`src/shared/iopm_pkg.sv`:
```
// Package: register map, port indices and modes for the I/O port configuration block
package iopm_pkg;
   // ***************************************************************
   // Register offsets within the I/O register select space
   // ***************************************************************
   localparam logic [7:0] OFS_DATA_IN   = 8'h00;
   localparam logic [7:0] OFS_DATA_OUT  = 8'h04;
   localparam logic [7:0] OFS_DIRECTION = 8'h06;
   localparam logic [7:0] OFS_DRIVE     = 8'h08;
   localparam logic [7:0] OFS_MODE_SEL  = 8'h02;
   localparam logic [7:0] OFS_PORT_STEP = 8'h10;
   localparam logic [7:0] OFS_REG_MASK  = 8'h0F;

   // ***************************************************************
   // Ports and reset values
   // ***************************************************************
   localparam int          NUM_PORTS    = 7;
   localparam int          PORT_A       = 0;
   localparam int          PORT_B       = 1;
   localparam int          PORT_C       = 2;
   localparam int          PORT_D       = 3;
   localparam int          PORT_E       = 4;
   localparam int          PORT_F       = 5;
   localparam int          PORT_G       = 6;
   localparam logic [7:0]  CFG_RESET    = 8'h00;
   localparam logic [7:0]  PORT_D_MASK  = 8'h0F;
   localparam logic [15:0] RESET_PATTERN_DEF = 16'h0000;

   typedef enum logic [1:0] {
      IOPM_RUN,
      IOPM_RESET_DRIVE
   } iopm_state_type;
endpackage : iopm_pkg

```
`src/core/iopm_ports.sv`:
```
// Design: port configuration registers, pin muxing, data port and reset-pattern drive
`timescale 1ns/100ps
`default_nettype none

// Operation
// - High address pins feed logic, optionally strobe-latched
// - Memory-decode port inputs count as address inputs
// - Data port mode disables I/O, joins bus
// - Port E pins usable as JTAG interface
// - Reset pattern only supported host, during reset
// - Drive pattern on F/G when reset, no cycle
// - After reset F/G return to data port
// - Config registers host readable and writable
// - Register bit n controls pin n
// - All configuration registers reset to zero
// - Mode bit 0 host I/O, 1 address out
// - Direction 1 output, 0 input, default input
// - Port D direction uses low four bits
// - Open-drain bit 1, default push-pull
// - Slew bit 1 fast, default slow
// - Open-drain on A,B,D,E,G; slew on C,F
// - Data-in reads live pin levels
// - Data-out stored, drives, reads back
module iopm_ports #(
   parameter int ADDR_W = 8
) (
   // Clock and reset
   input  wire  logic                   clk_i,
   input  wire  logic                   rst_i,
   // Host register access in the I/O select space
   input  wire  logic                   io_sel_i,
   input  wire  logic                   rd_i,
   input  wire  logic                   wr_i,
   input  wire  logic [ADDR_W-1:0]      addr_i,
   input  wire  logic [7:0]             wdata_i,
   output logic       [7:0]             rdata_o,
   // Host data bus and mode straps
   input  wire  logic                   nonmux_bus_i,
   input  wire  logic                   reset_mode_en_i,
   input  wire  logic                   bus_cycle_i,
   input  wire  logic [15:0]            reset_pattern_i,
   input  wire  logic [15:0]            host_data_out_i,
   input  wire  logic                   host_data_oe_i,
   output logic       [15:0]            host_data_bus_o,
   // Address strobe and latched address
   input  wire  logic                   address_strobe_input_i,
   input  wire  logic                   strobe_latch_en_i,
   input  wire  logic [15:0]            latched_addr_i,
   input  wire  logic [7:0]             addr_in_sel_i,
   output logic       [7:0]             logic_addr_in_o,
   // Programmable logic output enable terms, per port
   input  wire  logic [7*8-1:0]         pld_oe_i,
   // JTAG on port E
   input  wire  logic                   jtag_en_i,
   input  wire  logic                   jtag_tdo_i,
   output logic       [3:0]             jtag_in_o,
   // Pins: input, output, enable (low = driving), slew
   input  wire  logic [7*8-1:0]         pin_i,
   output logic       [7*8-1:0]         pin_o,
   output logic       [7*8-1:0]         pin_oe_n_o,
   output logic       [7*8-1:0]         pin_fast_slew_o
);
   localparam int NP = iopm_pkg::NUM_PORTS;

   // Address bits 7:4 pick the port, so a narrower bus cannot reach every register
   if (ADDR_W < 8) begin : g_addr_w_check
      $error("ADDR_W must be at least 8");
   end

   // ***************************************************************
   // Register file
   // ***************************************************************
   logic [7:0] mode_r [NP];
   logic [7:0] dir_r  [NP];
   logic [7:0] drv_r  [NP];
   logic [7:0] dout_r [NP];
   logic [7:0] mode_nxt [NP];
   logic [7:0] dir_nxt  [NP];
   logic [7:0] drv_nxt  [NP];
   logic [7:0] dout_nxt [NP];

   function automatic logic [7:0] port_mask(input int p);
      return (p == iopm_pkg::PORT_D) ? iopm_pkg::PORT_D_MASK : 8'hFF;
   endfunction : port_mask

   function automatic logic has_mode(input int p);
      return (p >= iopm_pkg::PORT_E);
   endfunction : has_mode

   logic [7:0] reg_ofs;
   int         port_idx;
   assign reg_ofs  = addr_i[7:0] & iopm_pkg::OFS_REG_MASK;
   assign port_idx = int'(addr_i[7:4]);

   always_comb begin
      for (int p = 0; p < NP; p++) begin
         mode_nxt[p] = mode_r[p];
         dir_nxt[p]  = dir_r[p];
         drv_nxt[p]  = drv_r[p];
         dout_nxt[p] = dout_r[p];
         if (io_sel_i && wr_i && port_idx == p) begin
            unique case (reg_ofs)
               iopm_pkg::OFS_MODE_SEL:  if (has_mode(p)) mode_nxt[p] = wdata_i;
               iopm_pkg::OFS_DIRECTION: dir_nxt[p] = wdata_i & port_mask(p);
               iopm_pkg::OFS_DRIVE:     drv_nxt[p] = wdata_i & port_mask(p);
               iopm_pkg::OFS_DATA_OUT:  dout_nxt[p] = wdata_i & port_mask(p);
               default: ;
            endcase
         end
      end
   end

   always_ff @(posedge clk_i or posedge rst_i) begin
      if (rst_i) begin
         for (int p = 0; p < NP; p++) begin
            mode_r[p] <= iopm_pkg::CFG_RESET;
            dir_r[p]  <= iopm_pkg::CFG_RESET;
            drv_r[p]  <= iopm_pkg::CFG_RESET;
            dout_r[p] <= iopm_pkg::CFG_RESET;
         end
      end else begin
         for (int p = 0; p < NP; p++) begin
            mode_r[p] <= mode_nxt[p];
            dir_r[p]  <= dir_nxt[p];
            drv_r[p]  <= drv_nxt[p];
            dout_r[p] <= dout_nxt[p];
         end
      end
   end

   // ***************************************************************
   // Reset-pattern state
   // ***************************************************************
   // Reset holds the pattern drive; the first clock after release leaves it.
   iopm_pkg::iopm_state_type state_r;
   iopm_pkg::iopm_state_type state_nxt;
   logic                     rst_drive;

   always_comb begin
      state_nxt = iopm_pkg::IOPM_RUN;
   end

   always_ff @(posedge clk_i or posedge rst_i) begin
      if (rst_i) begin
         state_r <= iopm_pkg::IOPM_RESET_DRIVE;
      end else begin
         state_r <= state_nxt;
      end
   end

   // Pattern is driven only while reset is actually asserted
   assign rst_drive = reset_mode_en_i && rst_i && !bus_cycle_i
                      && state_r == iopm_pkg::IOPM_RESET_DRIVE;

   // ***************************************************************
   // Pin drive
   // ***************************************************************
   logic       data_port;
   logic [7:0] addr_lo;
   logic [7:0] addr_hi;
   assign data_port = nonmux_bus_i;
   assign addr_lo   = latched_addr_i[7:0];
   assign addr_hi   = latched_addr_i[15:8];

   always_comb begin
      for (int p = 0; p < NP; p++) begin
         for (int b = 0; b < 8; b++) begin
            logic       drv_val;
            logic       drv_en;
            logic       dedicated;
            logic [7:0] pmask;
            drv_val   = 1'b0;
            drv_en    = 1'b0;
            dedicated = 1'b0;
            pmask     = port_mask(p);
            if (has_mode(p) && mode_r[p][b]) begin
               drv_val = (p == iopm_pkg::PORT_G) ? addr_hi[b] : addr_lo[b];
               drv_en  = dir_r[p][b] || pld_oe_i[p*8+b];
            end else begin
               drv_val = dout_r[p][b];
               drv_en  = (dir_r[p][b] || pld_oe_i[p*8+b]) && pmask[b];
            end
            if (p == iopm_pkg::PORT_E && jtag_en_i && b < 4) begin
               drv_val   = jtag_tdo_i;
               drv_en    = (b == 3);
               dedicated = 1'b1;
            end
            if ((p == iopm_pkg::PORT_F || p == iopm_pkg::PORT_G) && data_port) begin
               drv_val   = host_data_out_i[(p - iopm_pkg::PORT_F)*8+b];
               drv_en    = host_data_oe_i;
               dedicated = 1'b1;
            end
            if ((p == iopm_pkg::PORT_F || p == iopm_pkg::PORT_G) && rst_drive) begin
               drv_val   = reset_pattern_i[(p - iopm_pkg::PORT_F)*8+b];
               drv_en    = 1'b1;
               dedicated = 1'b1;
            end
            // Open drain: drive only the low level, the pull-up makes the high.
            // Dedicated functions bypass it, or a data bus high would be lost.
            if (p != iopm_pkg::PORT_C && p != iopm_pkg::PORT_F && drv_r[p][b] && drv_val
                && !dedicated) begin
               drv_en = 1'b0;
            end
            pin_o[p*8+b]      = drv_val;
            pin_oe_n_o[p*8+b] = !drv_en;
            pin_fast_slew_o[p*8+b] = (p == iopm_pkg::PORT_C || p == iopm_pkg::PORT_F)
                                     && drv_r[p][b];
         end
      end
   end

   // ***************************************************************
   // Input paths
   // ***************************************************************
   logic [7:0] addr_in_r;
   logic [7:0] addr_in_nxt;
   logic [7:0] addr_live;
   logic [15:0] host_in_r;
   logic [15:0] host_in_nxt;

   // Address inputs taken from port F; decode terms select which pins count
   assign addr_live = pin_i[iopm_pkg::PORT_F*8 +: 8] & addr_in_sel_i;

   always_comb begin
      addr_in_nxt = addr_in_r;
      if (address_strobe_input_i) addr_in_nxt = addr_live;
      host_in_nxt = {pin_i[iopm_pkg::PORT_G*8 +: 8], pin_i[iopm_pkg::PORT_F*8 +: 8]};
   end

   always_ff @(posedge clk_i or posedge rst_i) begin
      if (rst_i) begin
         addr_in_r <= 8'h00;
         host_in_r <= 16'h0000;
      end else begin
         addr_in_r <= addr_in_nxt;
         host_in_r <= host_in_nxt;
      end
   end

   assign logic_addr_in_o = strobe_latch_en_i ? addr_in_r : addr_live;
   assign host_data_bus_o = data_port ? host_in_r : 16'h0000;
   assign jtag_in_o       = jtag_en_i ? pin_i[iopm_pkg::PORT_E*8 +: 4] : 4'h0;

   // ***************************************************************
   // Register read
   // ***************************************************************
   logic [7:0] rdata_r;
   logic [7:0] rdata_nxt;

   always_comb begin
      rdata_nxt = 8'h00;
      if (io_sel_i && rd_i && port_idx < NP) begin
         unique case (reg_ofs)
            iopm_pkg::OFS_DATA_IN:   rdata_nxt = pin_i[port_idx*8 +: 8] & port_mask(port_idx);
            iopm_pkg::OFS_DATA_OUT:  rdata_nxt = dout_r[port_idx];
            iopm_pkg::OFS_MODE_SEL:  rdata_nxt = has_mode(port_idx) ? mode_r[port_idx] : 8'h00;
            iopm_pkg::OFS_DIRECTION: rdata_nxt = dir_r[port_idx];
            iopm_pkg::OFS_DRIVE:     rdata_nxt = drv_r[port_idx];
            default:                 rdata_nxt = 8'h00;
         endcase
      end
   end

   always_ff @(posedge clk_i or posedge rst_i) begin
      if (rst_i) begin
         rdata_r <= 8'h00;
      end else begin
         rdata_r <= rdata_nxt;
      end
   end
   assign rdata_o = rdata_r;

   // ***************************************************************
   // Assertions
   // ***************************************************************
   property p_dir_reset;
      @(posedge clk_i) $fell(rst_i) |-> dir_r[0] == 8'h00 && mode_r[6] == 8'h00;
   endproperty
   a_dir_reset: assert property (p_dir_reset) else $error("config not zero after reset");

   property p_d_upper;
      @(posedge clk_i) disable iff (rst_i) (dir_r[3] & 8'hF0) == 8'h00 && (drv_r[3] & 8'hF0) == 8'h00;
   endproperty
   a_d_upper: assert property (p_d_upper) else $error("port D upper bits set");

   property p_dir_write;
      @(posedge clk_i) disable iff (rst_i)
         io_sel_i && wr_i && addr_i[7:0] == iopm_pkg::OFS_DIRECTION |=> dir_r[0] == $past(wdata_i);
   endproperty
   a_dir_write: assert property (p_dir_write) else $error("direction write lost");

   property p_input_hiz;
      @(posedge clk_i) disable iff (rst_i)
         dir_r[0] == 8'h00 && pld_oe_i[7:0] == 8'h00 |-> pin_oe_n_o[7:0] == 8'hFF;
   endproperty
   a_input_hiz: assert property (p_input_hiz) else $error("input pin driven");

   property p_slew;
      @(posedge clk_i) disable iff (rst_i) pin_fast_slew_o[7:0] == 8'h00 && pin_fast_slew_o[23:16] == drv_r[2];
   endproperty
   a_slew: assert property (p_slew) else $error("slew select wrong");

   property p_no_pattern_after;
      @(posedge clk_i) disable iff (rst_i) !rst_drive;
   endproperty
   a_no_pattern_after: assert property (p_no_pattern_after) else $error("pattern outside reset");

   property p_din_read;
      @(posedge clk_i) disable iff (rst_i)
         io_sel_i && rd_i && addr_i[7:0] == iopm_pkg::OFS_DATA_IN |=> rdata_o == $past(pin_i[7:0]);
   endproperty
   a_din_read: assert property (p_din_read) else $error("data-in read wrong");

   property p_dout_drive;
      @(posedge clk_i) disable iff (rst_i)
         dir_r[1] == 8'hFF && drv_r[1] == 8'h00 |-> pin_o[15:8] == dout_r[1] && pin_oe_n_o[15:8] == 8'h00;
   endproperty
   a_dout_drive: assert property (p_dout_drive) else $error("data-out not driven");

   property p_jtag_tdo;
      @(posedge clk_i) disable iff (rst_i)
         jtag_en_i |-> pin_oe_n_o[35] == 1'b0 && pin_o[35] == jtag_tdo_i;
   endproperty
   a_jtag_tdo: assert property (p_jtag_tdo) else $error("jtag output pin wrong");

   property p_data_port;
      @(posedge clk_i) disable iff (rst_i)
         nonmux_bus_i && host_data_oe_i |-> pin_oe_n_o[55:40] == 16'h0000 && pin_o[55:40] == host_data_out_i;
   endproperty
   a_data_port: assert property (p_data_port) else $error("data port not driven");

   property p_reset_pattern;
      @(posedge clk_i)
         rst_i && reset_mode_en_i && !bus_cycle_i |-> pin_oe_n_o[55:40] == 16'h0000 && pin_o[55:40] == reset_pattern_i;
   endproperty
   a_reset_pattern: assert property (p_reset_pattern) else $error("reset pattern not driven");

   property p_addr_out;
      @(posedge clk_i) disable iff (rst_i)
         mode_r[6] == 8'hFF && dir_r[6] == 8'hFF && drv_r[6] == 8'h00 && !nonmux_bus_i
         |-> pin_o[55:48] == latched_addr_i[15:8] && pin_oe_n_o[55:48] == 8'h00;
   endproperty
   a_addr_out: assert property (p_addr_out) else $error("address out wrong");

   c_write: cover property (@(posedge clk_i) io_sel_i && wr_i);
   c_read:  cover property (@(posedge clk_i) io_sel_i && rd_i ##1 rdata_o != 8'h00);
   c_dport: cover property (@(posedge clk_i) nonmux_bus_i && host_data_oe_i);
   c_pattern: cover property (@(posedge clk_i) rst_drive);
endmodule : iopm_ports

`default_nettype wire

```
`config.mk`:
```
export PLATFORM = sky130hd
export DESIGN_NAME = iopm_ports
export DESIGN_NICKNAME = d
export VERILOG_FILES = /design/src/shared/iopm_pkg.sv /design/src/core/iopm_ports.sv
export SDC_FILE = /design/constraint.sdc
export NUM_CORES = 1
export LEC_CHECK = 0
export BUFFER_PORTS_ARGS = -buffer_cell sky130_fd_sc_hd__buf_2
export CORE_MARGIN = 2
export CORE_UTILIZATION = 52
export DETAILED_ROUTE_END_ITERATION = 8
export PLACE_DENSITY = 0.82
export SYNTH_ARGS = -nofsm -noshare
export SYNTH_HDL_FRONTEND = slang
export SYNTH_SLANG_ARGS = --single-unit
```
`constraint.sdc`:
```
create_clock -name clk_i -period 9 [get_ports clk_i]
set_input_delay 1.8 -clock clk_i [delete_from_list [all_inputs] [get_ports clk_i]]
set_output_delay 1.8 -clock clk_i [all_outputs]
set_load 0.03 [all_outputs]
```
==> run summary, run 1 <==
The post-place instance area is about 14000 um2. Counting flops with an async set or reset pin after synthesis yields a share of 100%. The cell area after synthesis came out at roughly 12000 um2. The post-cts repair resize count came out at 0. The switching portion of total power is a little over a quarter. The sequential share of the synthesized area came out at approximately 44%. The shortest clock period the worst path allows after layout came out at between 5 and 6 ns. The relative slew slack came out at between 30% and 40%.

The worst slack on hold paths came out at roughly 0.51 ns. The hold-critical path depth came out at 1. The footprint of the multi-input gates came out at 5860 um2. The number of warnings printed during yosys synthesis came out at 0.

The last weighted congestion value of the routability-driven placer came out at between 0.9 and 1. The die outline width came out at between 150 and 200 um. The maximum ir drop on the vdd rail came out at ~150 uV. TritonCTS built the clock tree.

The synthesized netlist devotes roughly a tenth of its cell area to compound gates. The worst setup path is captured at an output port. The worst endpoint required time is around 7 ns. The synthesized-area fraction occupied by and/or/nand/nor cells came out at approximately a tenth. The combinational power share is about 15%.

The final instance area came out at about 14000 um2. The area occupied by registers came out at approximately 5300 um2. Input and output buffers added on the ports amount to 344. The run finished with clean final reports. Setup repair after global routing left no endpoint under its margin. Once the floorplan was initialized, standard cells occupied a little over half of the core. The startpoint identified for the worst register-to-register timing path is dir_r[26]. The post-CTS clock slew at the launch and capture registers of the worst setup and hold paths came out at roughly 0.060 ns.

Relative to the synthesized area, the layout overhead comes to 18.2%. The buffer depth of the longest clock path is 3. In the layout the commonest cells are buf_2, mux2_2, dfrtp_1, nor2_1, nand2_1.

The hold violation count in the final report came out at 0. The slew at the pin closest to its max-slew limit is between 1 and 1.5 ns. The count of flip-flops with a built-in enable after synthesis came out at 0.

The count of nets left with antenna violations after detail routing is 0. The number of clock sinks seen by CTS is 213. For this run, the leading register cell type out of synthesis is dfrtp_1. Yosys mapped the design onto 60 distinct sky130hd cell types. The first global-routing pass estimated around 57000 um of wire.

The overall routed net length is ~39000 um. Buffers inserted to repair hold after CTS numbered 0. By area, the combinational part of the netlist is dominated by multiplexers.

The detailed-routing iteration count for the pre-antenna-repair pass came out at 4. The number of slew-limit violations in the final report is 0. The total track usage is 31.0%. At the end of the flow, the number of nets in the layout was 1546. The switching power came out at roughly 0.67 mW.

In the routed design, unresolved DRC markers number 0. Dividing the detail-routed via count by the number of cells gives 5.76. The tool flagged a number of max-cap violations equal to 0. The boundary pin count is between 400 and 500. The portion of total power attributed to the clock network is 43.7%. A synthesized cell averages 11.2 um2. In the post-synthesis netlist, the biggest area contributors are dfrtp_1, mux2_2, buf_4. The initial antenna violation count came to 6. Static timing analysis puts the maximum clock frequency at between 150 and 200 MHz. The total negative slack is 0 ns. The H-tree depth is 1. The die span in y is 157 um. The mux share of post-synthesis cell area is a little over a quarter. Clock latency on the worst-skew pair, taken at its later pin, is around 0.52 ns. After synthesis, the largest area contributor takes up about 44% of total cell area. The HPWL after detailed placement is approximately 28000 um. In the synthesized netlist, the number of instances is approximately 1100. The via count of the first global-routing pass came out at around 9700.

Of the cells placed in the final design, the portion with a size suffix greater than 1 is a little under half. The leakage power of the design is between 7 and 8 nW. Buffers added to address setup during post-CTS repair amount to 0.

The worst min-delay path startpoint is dout_r[7]. The wire length per cell after detailed routing came out at 23.2 um. The synthesis-stage register bit count came out at between 200 and 250. The worst register-to-register path ends at rdata_o[2]. The area share of xor/xnor cells in the synthesized design is 0%.

After floorplanning, the core was divided into 55 placement rows. The iteration-0 DRC count of the detailed router came out at slightly above 800. The total power divided by cell area came out at 170 nW/um2.

The tightest min-delay check is of the register to register type. dfrtp_1 takes more of the synthesized area than any other cell. The overflow left after global routing came out at 0.

The total number of vias is a little under 10000. The reg2reg setup slack came out at 7.23 ns. The signal on the critical path passes through buf_2 > buf_4 > nand2_1 > nand2_1 > nor2_1 > buf_2.

On the critical path, the stage with the largest delay is an instance of nand2_1. The terminating pin of the worst hold path is dout_r[7]. The data arrival time at the worst-slack endpoint came out at about 3.4 ns. The library cell used most frequently in the layout, excluding fill and tap cells, is buf_2. The number of failing setup endpoints in the final timing report is 0. The die area came out at between 20000 and 25000 um2. Along the worst path, the maximum fanout reaches 57.

Entering global routing, the biggest net connects 134 pins. Internal power comes to around 1.8 mW. The worst setup path is of the input port to output port kind.

The largest single stage delay on the critical path is approximately 0.57 ns. After filler insertion, the fill cell instance count of the layout stands at 1824. The total CTS buffers came out at 24. The buffer type at the clock tree root is clkbuf_16. The worst setup path is launched from an input port. The number of cells on the worst reg-to-reg path came out at 4. The worst clock skew on the final layout came out at 0.00576 ns. The share of total power in sequential cells is around 41%. The area of the placeable core came out at 22800 um2. The fraction of the mapped netlist area in adder cells came out at 0%. The post-route fraction of the period consumed by the critical path came out at roughly three fifths.
## worst max-delay path: cells and delay by family
family / cells / cell delay [ns]
buffers and inverters: 3 / 0.81
and+or+nand+nor: 3 / 0.80
## metal layers
layer / wire [um] / share of wire [%] / track usage, % / vias up
met5: 23 / 0.059 / 0 / -
met4: 1660 / 4.3 / 12.4 / 4
met3: 3690 / 9.5 / 7.57 / 115
met2: 18700 / 48 / 51.8 / 564
met1: 14900 / 38 / 38.8 / 4711
li1: - / - / - / 4301
## how the worst max path moves through the flow
| stage | from | endpoint | slack, ns | cells after the start |
|---|---|---|---|---|
| 2_1_floorplan | rst_i | addr_in_r[0] | 1.38 | 1 |
| 3_3_place_gp | nonmux_bus_i | pin_oe_n_o[50] | 3.83 | 6 |
| 3_5_place_dp | nonmux_bus_i | pin_oe_n_o[51] | 3.79 | 6 |
| 4_1_cts | nonmux_bus_i | pin_oe_n_o[47] | 3.78 | 6 |
| 5_1_grt | nonmux_bus_i | pin_oe_n_o[44] | 3.60 | 6 |
| 6_report | nonmux_bus_i | pin_oe_n_o[49] | 3.78 | 6 |
## cells by family after synthesis
| kind of cell | count (synthesis) |
|---|---|
| DFF | 213 |
| muxes | 283 |
| other | 2 |
| AOI/OAI and AO/OA | 170 |
| and+or+nand+nor | 219 |
| buffers and inverters | 195 |
## sequential cells by signal, indices dropped and copies added, names as in the netlist
signal           cells
addr_in_r            8
dir_r               52
dout_r              24
drv_r               36
host_in_r           16
mode_r              24
pin_fast_slew_o     16
pin_o               28
rdata_o              8
state_r              1
## cells in the mapped netlist (2+ instances only)
| cell | n |
|---|---|
| dfrtp_1 | 212 |
| mux2_2 | 212 |
| buf_4 | 97 |
| nor2_1 | 80 |
| nand2_1 | 59 |
| mux2i_1 | 51 |
| o21ai_0 | 49 |
| clkbuf_1 | 39 |
| inv_1 | 37 |
| o221ai_1 | 26 |
| and2_1 | 21 |
| a21oi_1 | 17 |
| mux4_2 | 16 |
| nand3_1 | 14 |
| o211ai_1 | 13 |
| buf_2 | 11 |
| a211o_1 | 9 |
| a221o_1 | 9 |
| o2bb2ai_1 | 9 |
| a211oi_1 | 8 |
| a32oi_1 | 8 |
| a41oi_1 | 8 |
| nor2_2 | 7 |
| a221oi_1 | 6 |
| a22oi_1 | 6 |
| buf_1 | 5 |
| or2_2 | 4 |
| buf_6 | 3 |
| nand2_2 | 3 |
| nand2_4 | 3 |
| nor2_4 | 3 |
| nor2b_1 | 3 |
| and3_1 | 2 |
| conb_1 | 2 |
| mux2_1 | 2 |
| mux2_4 | 2 |
| nor4_4 | 2 |
| or4b_1 | 2 |
## power groups by stage
stage | Clock (mW) | Combinational [mW] | Sequential, mW
floorplan | 0 | 0.269 | 1.02
CTS | 1.08 | 0.367 | 1.01
global placement | 0 | 0.360 | 1.02
finish | 1.07 | 0.368 | 1.01
detailed placement | 0 | 0.365 | 1.02
global route | 1.12 | 0.394 | 1.01
## metrics by stage
| step | instances | setup slack (ns) | utilization (%) | power, mW |
|---|---|---|---|---|
| 3_5_place_dp | 1636 | 3.79 | 59.3 | 1.39 |
| 6_report | 1682 | 3.78 | 63.2 | 2.45 |
| 5_1_grt | 1680 | 3.60 | 63.1 | 2.53 |
| 4_1_cts | 1679 | 3.78 | 63.1 | 2.45 |
| 3_3_place_gp | 1636 | 3.83 | 59.3 | 1.38 |
| 2_1_floorplan | 1129 | 1.38 | - | 1.29 |
## layout make-up
cell class / count / area share (%)
Antenna cell: 3 / 0.0522
Clock buffer: 31 / 4.71
Clock inverter: 12 / 1.29
Inverter: 38 / 1.04
Multi-Input combinational cell: 721 / 40.8
Sequential cell: 213 / 37.1
Tap cell: 313 / 2.72
Timing Repair Buffer: 351 / 12.4
Note: power is estimated with default switching activity, not from simulation.
==> inputs of run 2 (changes only) <==
--- a/config.mk
+++ b/config.mk
@@ -7,9 +7,9 @@
 export LEC_CHECK = 0
 export BUFFER_PORTS_ARGS = -buffer_cell sky130_fd_sc_hd__buf_2
 export CORE_MARGIN = 2
-export CORE_UTILIZATION = 52
+export CORE_UTILIZATION = 47
 export DETAILED_ROUTE_END_ITERATION = 8
-export PLACE_DENSITY = 0.82
+export PLACE_DENSITY = 0.78
 export SYNTH_ARGS = -nofsm -noshare
 export SYNTH_HDL_FRONTEND = slang
 export SYNTH_SLANG_ARGS = --single-unit
==> constraint.sdc (replaced) <==
create_clock -name clk_i -period 4.5 [get_ports clk_i]
set_input_delay 0.9 -clock clk_i [delete_from_list [all_inputs] [get_ports clk_i]]
set_output_delay 0.9 -clock clk_i [all_outputs]
set_load 0.03 [all_outputs]
==> run summary, run 2 (synthesis results as in run 1) <==
The number of filler cells placed in the layout came to 2230 (+22%). The post-route fraction of the period consumed by the critical path came out at 73.9%. The total track usage was 28.1% (-2.9 points). Among all stages on the critical path, the largest delay is contributed by buf_2. The wire length per cell after detailed routing was 22.9 um (-1.4%). The top cell types in the final layout, fill and taps aside, are buf_2, mux2_2, dfrtp_1, nor2_1, nand2_1. The count of nets left with antenna violations after detail routing is 0 (unchanged). The post-cts repair resize count came to 0 (unchanged).

After layout, the minimum clock period comes to roughly 3.3 ns. The total half-perimeter wirelength after legalization and detailed placement was 28800 um (+3.3%). The H-tree depth is 1 (unchanged). The total number of vias came out at 9641 (-0.56%).

The worst slack on hold paths came out at 0.477 ns (-0.0355 ns). The total negative slack is 0 ns (unchanged). The fraction of layout cells with a size suffix above 1 is 47.6% (-0.25 points).

The library cell used most frequently in the layout, excluding fill and tap cells, is buf_2. The number of clock sinks seen by CTS came to 213 (unchanged). The first-pass GRT wire length came out at 56500 um (-0.88%). The slew at the pin closest to its max-slew limit is 0.950 ns (-0.0816 ns). The die outline width was 165 um (+5.1%). The worst setup path is of the input port to output port kind. The buffer depth of the longest clock path is 3 (unchanged). In this design, the largest share of critical-path delay is due to buffers and inverters.

The type of destination of the critical path is an output port. The boundary pin count came out at 401 (unchanged). The worst clock skew on the final layout came out at 0.00805 ns (+0.00229 ns). The final worst setup slack came to 1.17 ns (-2.60 ns).

The hold buffer count at cts is 0 (unchanged). The detailed-routing iteration count for the pre-antenna-repair pass came out at 4 (unchanged). The iteration-0 DRC count of the detailed router came out at 615 (-26%).

The starting utilization of the core area is 48.0% (-5.4 points). The overall routed net length came out at 38900 um (-0.18%). The number of failing setup endpoints in the final timing report came out at 0 (unchanged).

The worst setup timing slack at the placement stage is 1.13 ns (-2.66 ns). The flow ran to the end, and the final reports show no timing, DRC or antenna violations. The area of the placeable core came to 25300 um2 (+11%).

The final instance area was 14300 um2 (-0.31%). The number of DRC violations after detailed routing is 0 (unchanged). The data arrival time at the worst-slack endpoint is 2.43 ns (-0.99 ns). The peak fanout along the critical path is 31 (-46%).

The clock latency on the worst-skew pair came out at 0.52 ns (about the same). The number of buffers added for setup after CTS is 0 (unchanged). The maximum frequency from static timing analysis came out at approximately 300 MHz.

TritonCTS built the clock tree. The hold violation count in the final report is 0 (unchanged). The delay of the slowest cell on the worst path came out at 0.44 ns (-0.13 ns). The post-place instance area came out at 13600 um2 (+0.48%). The type of the worst min-delay path is input port to async pin. The via count of the first global-routing pass is 9411 (-2.9%). The die span in y came out at 165 um (+5.1%).

The last weighted congestion value of the routability-driven placer came out at 0.875 (-4.5%). The number of placement rows came out at 58 (+5.5%). The number of buffer cells added on primary ports came out at 344 (unchanged). The post-CTS clock slew at the launch and capture registers of the worst setup and hold paths came out at 0.06 ns (about the same).

The pin count of the biggest net entering global routing came out at 99 (-26%). The total of max-cap violations is 0 (unchanged). The average vias per placed instance is 5.66 (-1.8%). Counting stages on the worst path, the most repeated cell is buf_2. The critical path buffer and inverter count is 3 (unchanged). The number of nets in the final layout is 1549 (+0.19%). The cell sitting at the root of the clock tree is a clkbuf_16. Setup repair after global routing left no endpoint under its margin. The leakage power of the design is 7.30 nW (-0.60%). The maximum ir drop on the vdd rail came to 200 uV (+35%).

The total power divided by cell area is 324 nW/um2 (+90%). The die area came out at 27200 um2 (+10%). Counting flops per register, the top entry is dir_r.

The flip-flop count of the largest register, all copies and words added came to 52 (unchanged). The signal on the critical path passes through buf_2 > buf_4 > mux2i_1 > a21oi_1 > buf_2. The number of slew-limit violations in the final report came out at 0 (unchanged). STA classifies the critical path startpoint as an input port. The total CTS buffers came to 24 (unchanged). The relative slew slack is 36.3% (+5.0 points). The area growth from synthesis to final layout is 17.8%. The initial antenna violation count was 6 (unchanged). The worst endpoint required time came out at 3.60 ns (-3.60 ns).

The overflow left after global routing is 0 (unchanged).
==> run 2: cell count changes in the layout (fill, tap and decap cells not counted), sizes merged <==
cell | previous run | this run
inv | 38 | 37
diode | 3 | 4
bufinv | 5 | 1
clkinv | 7 | 6
clkinvlp | 0 | 2
clkbuf | 31 | 35
buf | 351 | 354
==> run 2: area by class of cell <==
class / instances / area (um2) / share of cell area, %
clock inverters: 8 / 67.6 / 0.471
flip-flops and latches: 213 / 5330 / 37.2
multi-input cells: 721 / 5860 / 40.9
inverters: 38 / 146 / 1.02
well taps: 330 / 413 / 2.88
repair buffers: 354 / 1830 / 12.7
diodes: 4 / 10.0 / 0.0698
clock buffers: 35 / 683 / 4.76
==> run 2: final timing paths <==
check,slack (ns),to,depth (start not counted),from
worst max register to register,2.78,rdata_o[0],4,dir_r[24]
worst max-delay path,1.17,pin_o[51],5,nonmux_bus_i
worst min-delay path,0.48,addr_in_r[4],2,rst_i
worst min register to register,0.51,dout_r[7],1,dout_r[7]
max in group asynchronous,3.09,pin_o[19],3,rst_i
min in group clk_i,0.50,host_in_r[12],1,pin_i[52]
==> run 2: metrics by stage <==
| stage | std cells | total power, mW | utilization [%] |
|---|---|---|---|
| finish | 1703 | 4.64 | 56.6 |
| global route | 1702 | 4.81 | 56.6 |
| CTS | 1699 | 4.68 | 56.6 |
| detailed placement | 1656 | 2.79 | 53.6 |
| global placement | 1656 | 2.78 | 53.6 |
| floorplan | 1129 | 2.57 | - |
==> run 2: metal layers <==
metal | global-route usage (%) | part of all wire (%) | vias to the layer above
li1 | - | - | 4311
met1 | 36.3 | 40 | 4752
met2 | 47.0 | 48 | 492
met3 | 5.35 | 7.9 | 82
met4 | 10.8 | 3.8 | 4
met5 | 0 | 0.082 | -
==> run 2: report_power, final <==
part | total, mW | internal [mW] | switching, mW
Clock | 1.89 | 1.11 | 0.781
Combinational | 0.739 | 0.240 | 0.499
Sequential | 2.02 | 1.97 | 0.0429
Total | 4.64 | 3.32 | 1.32
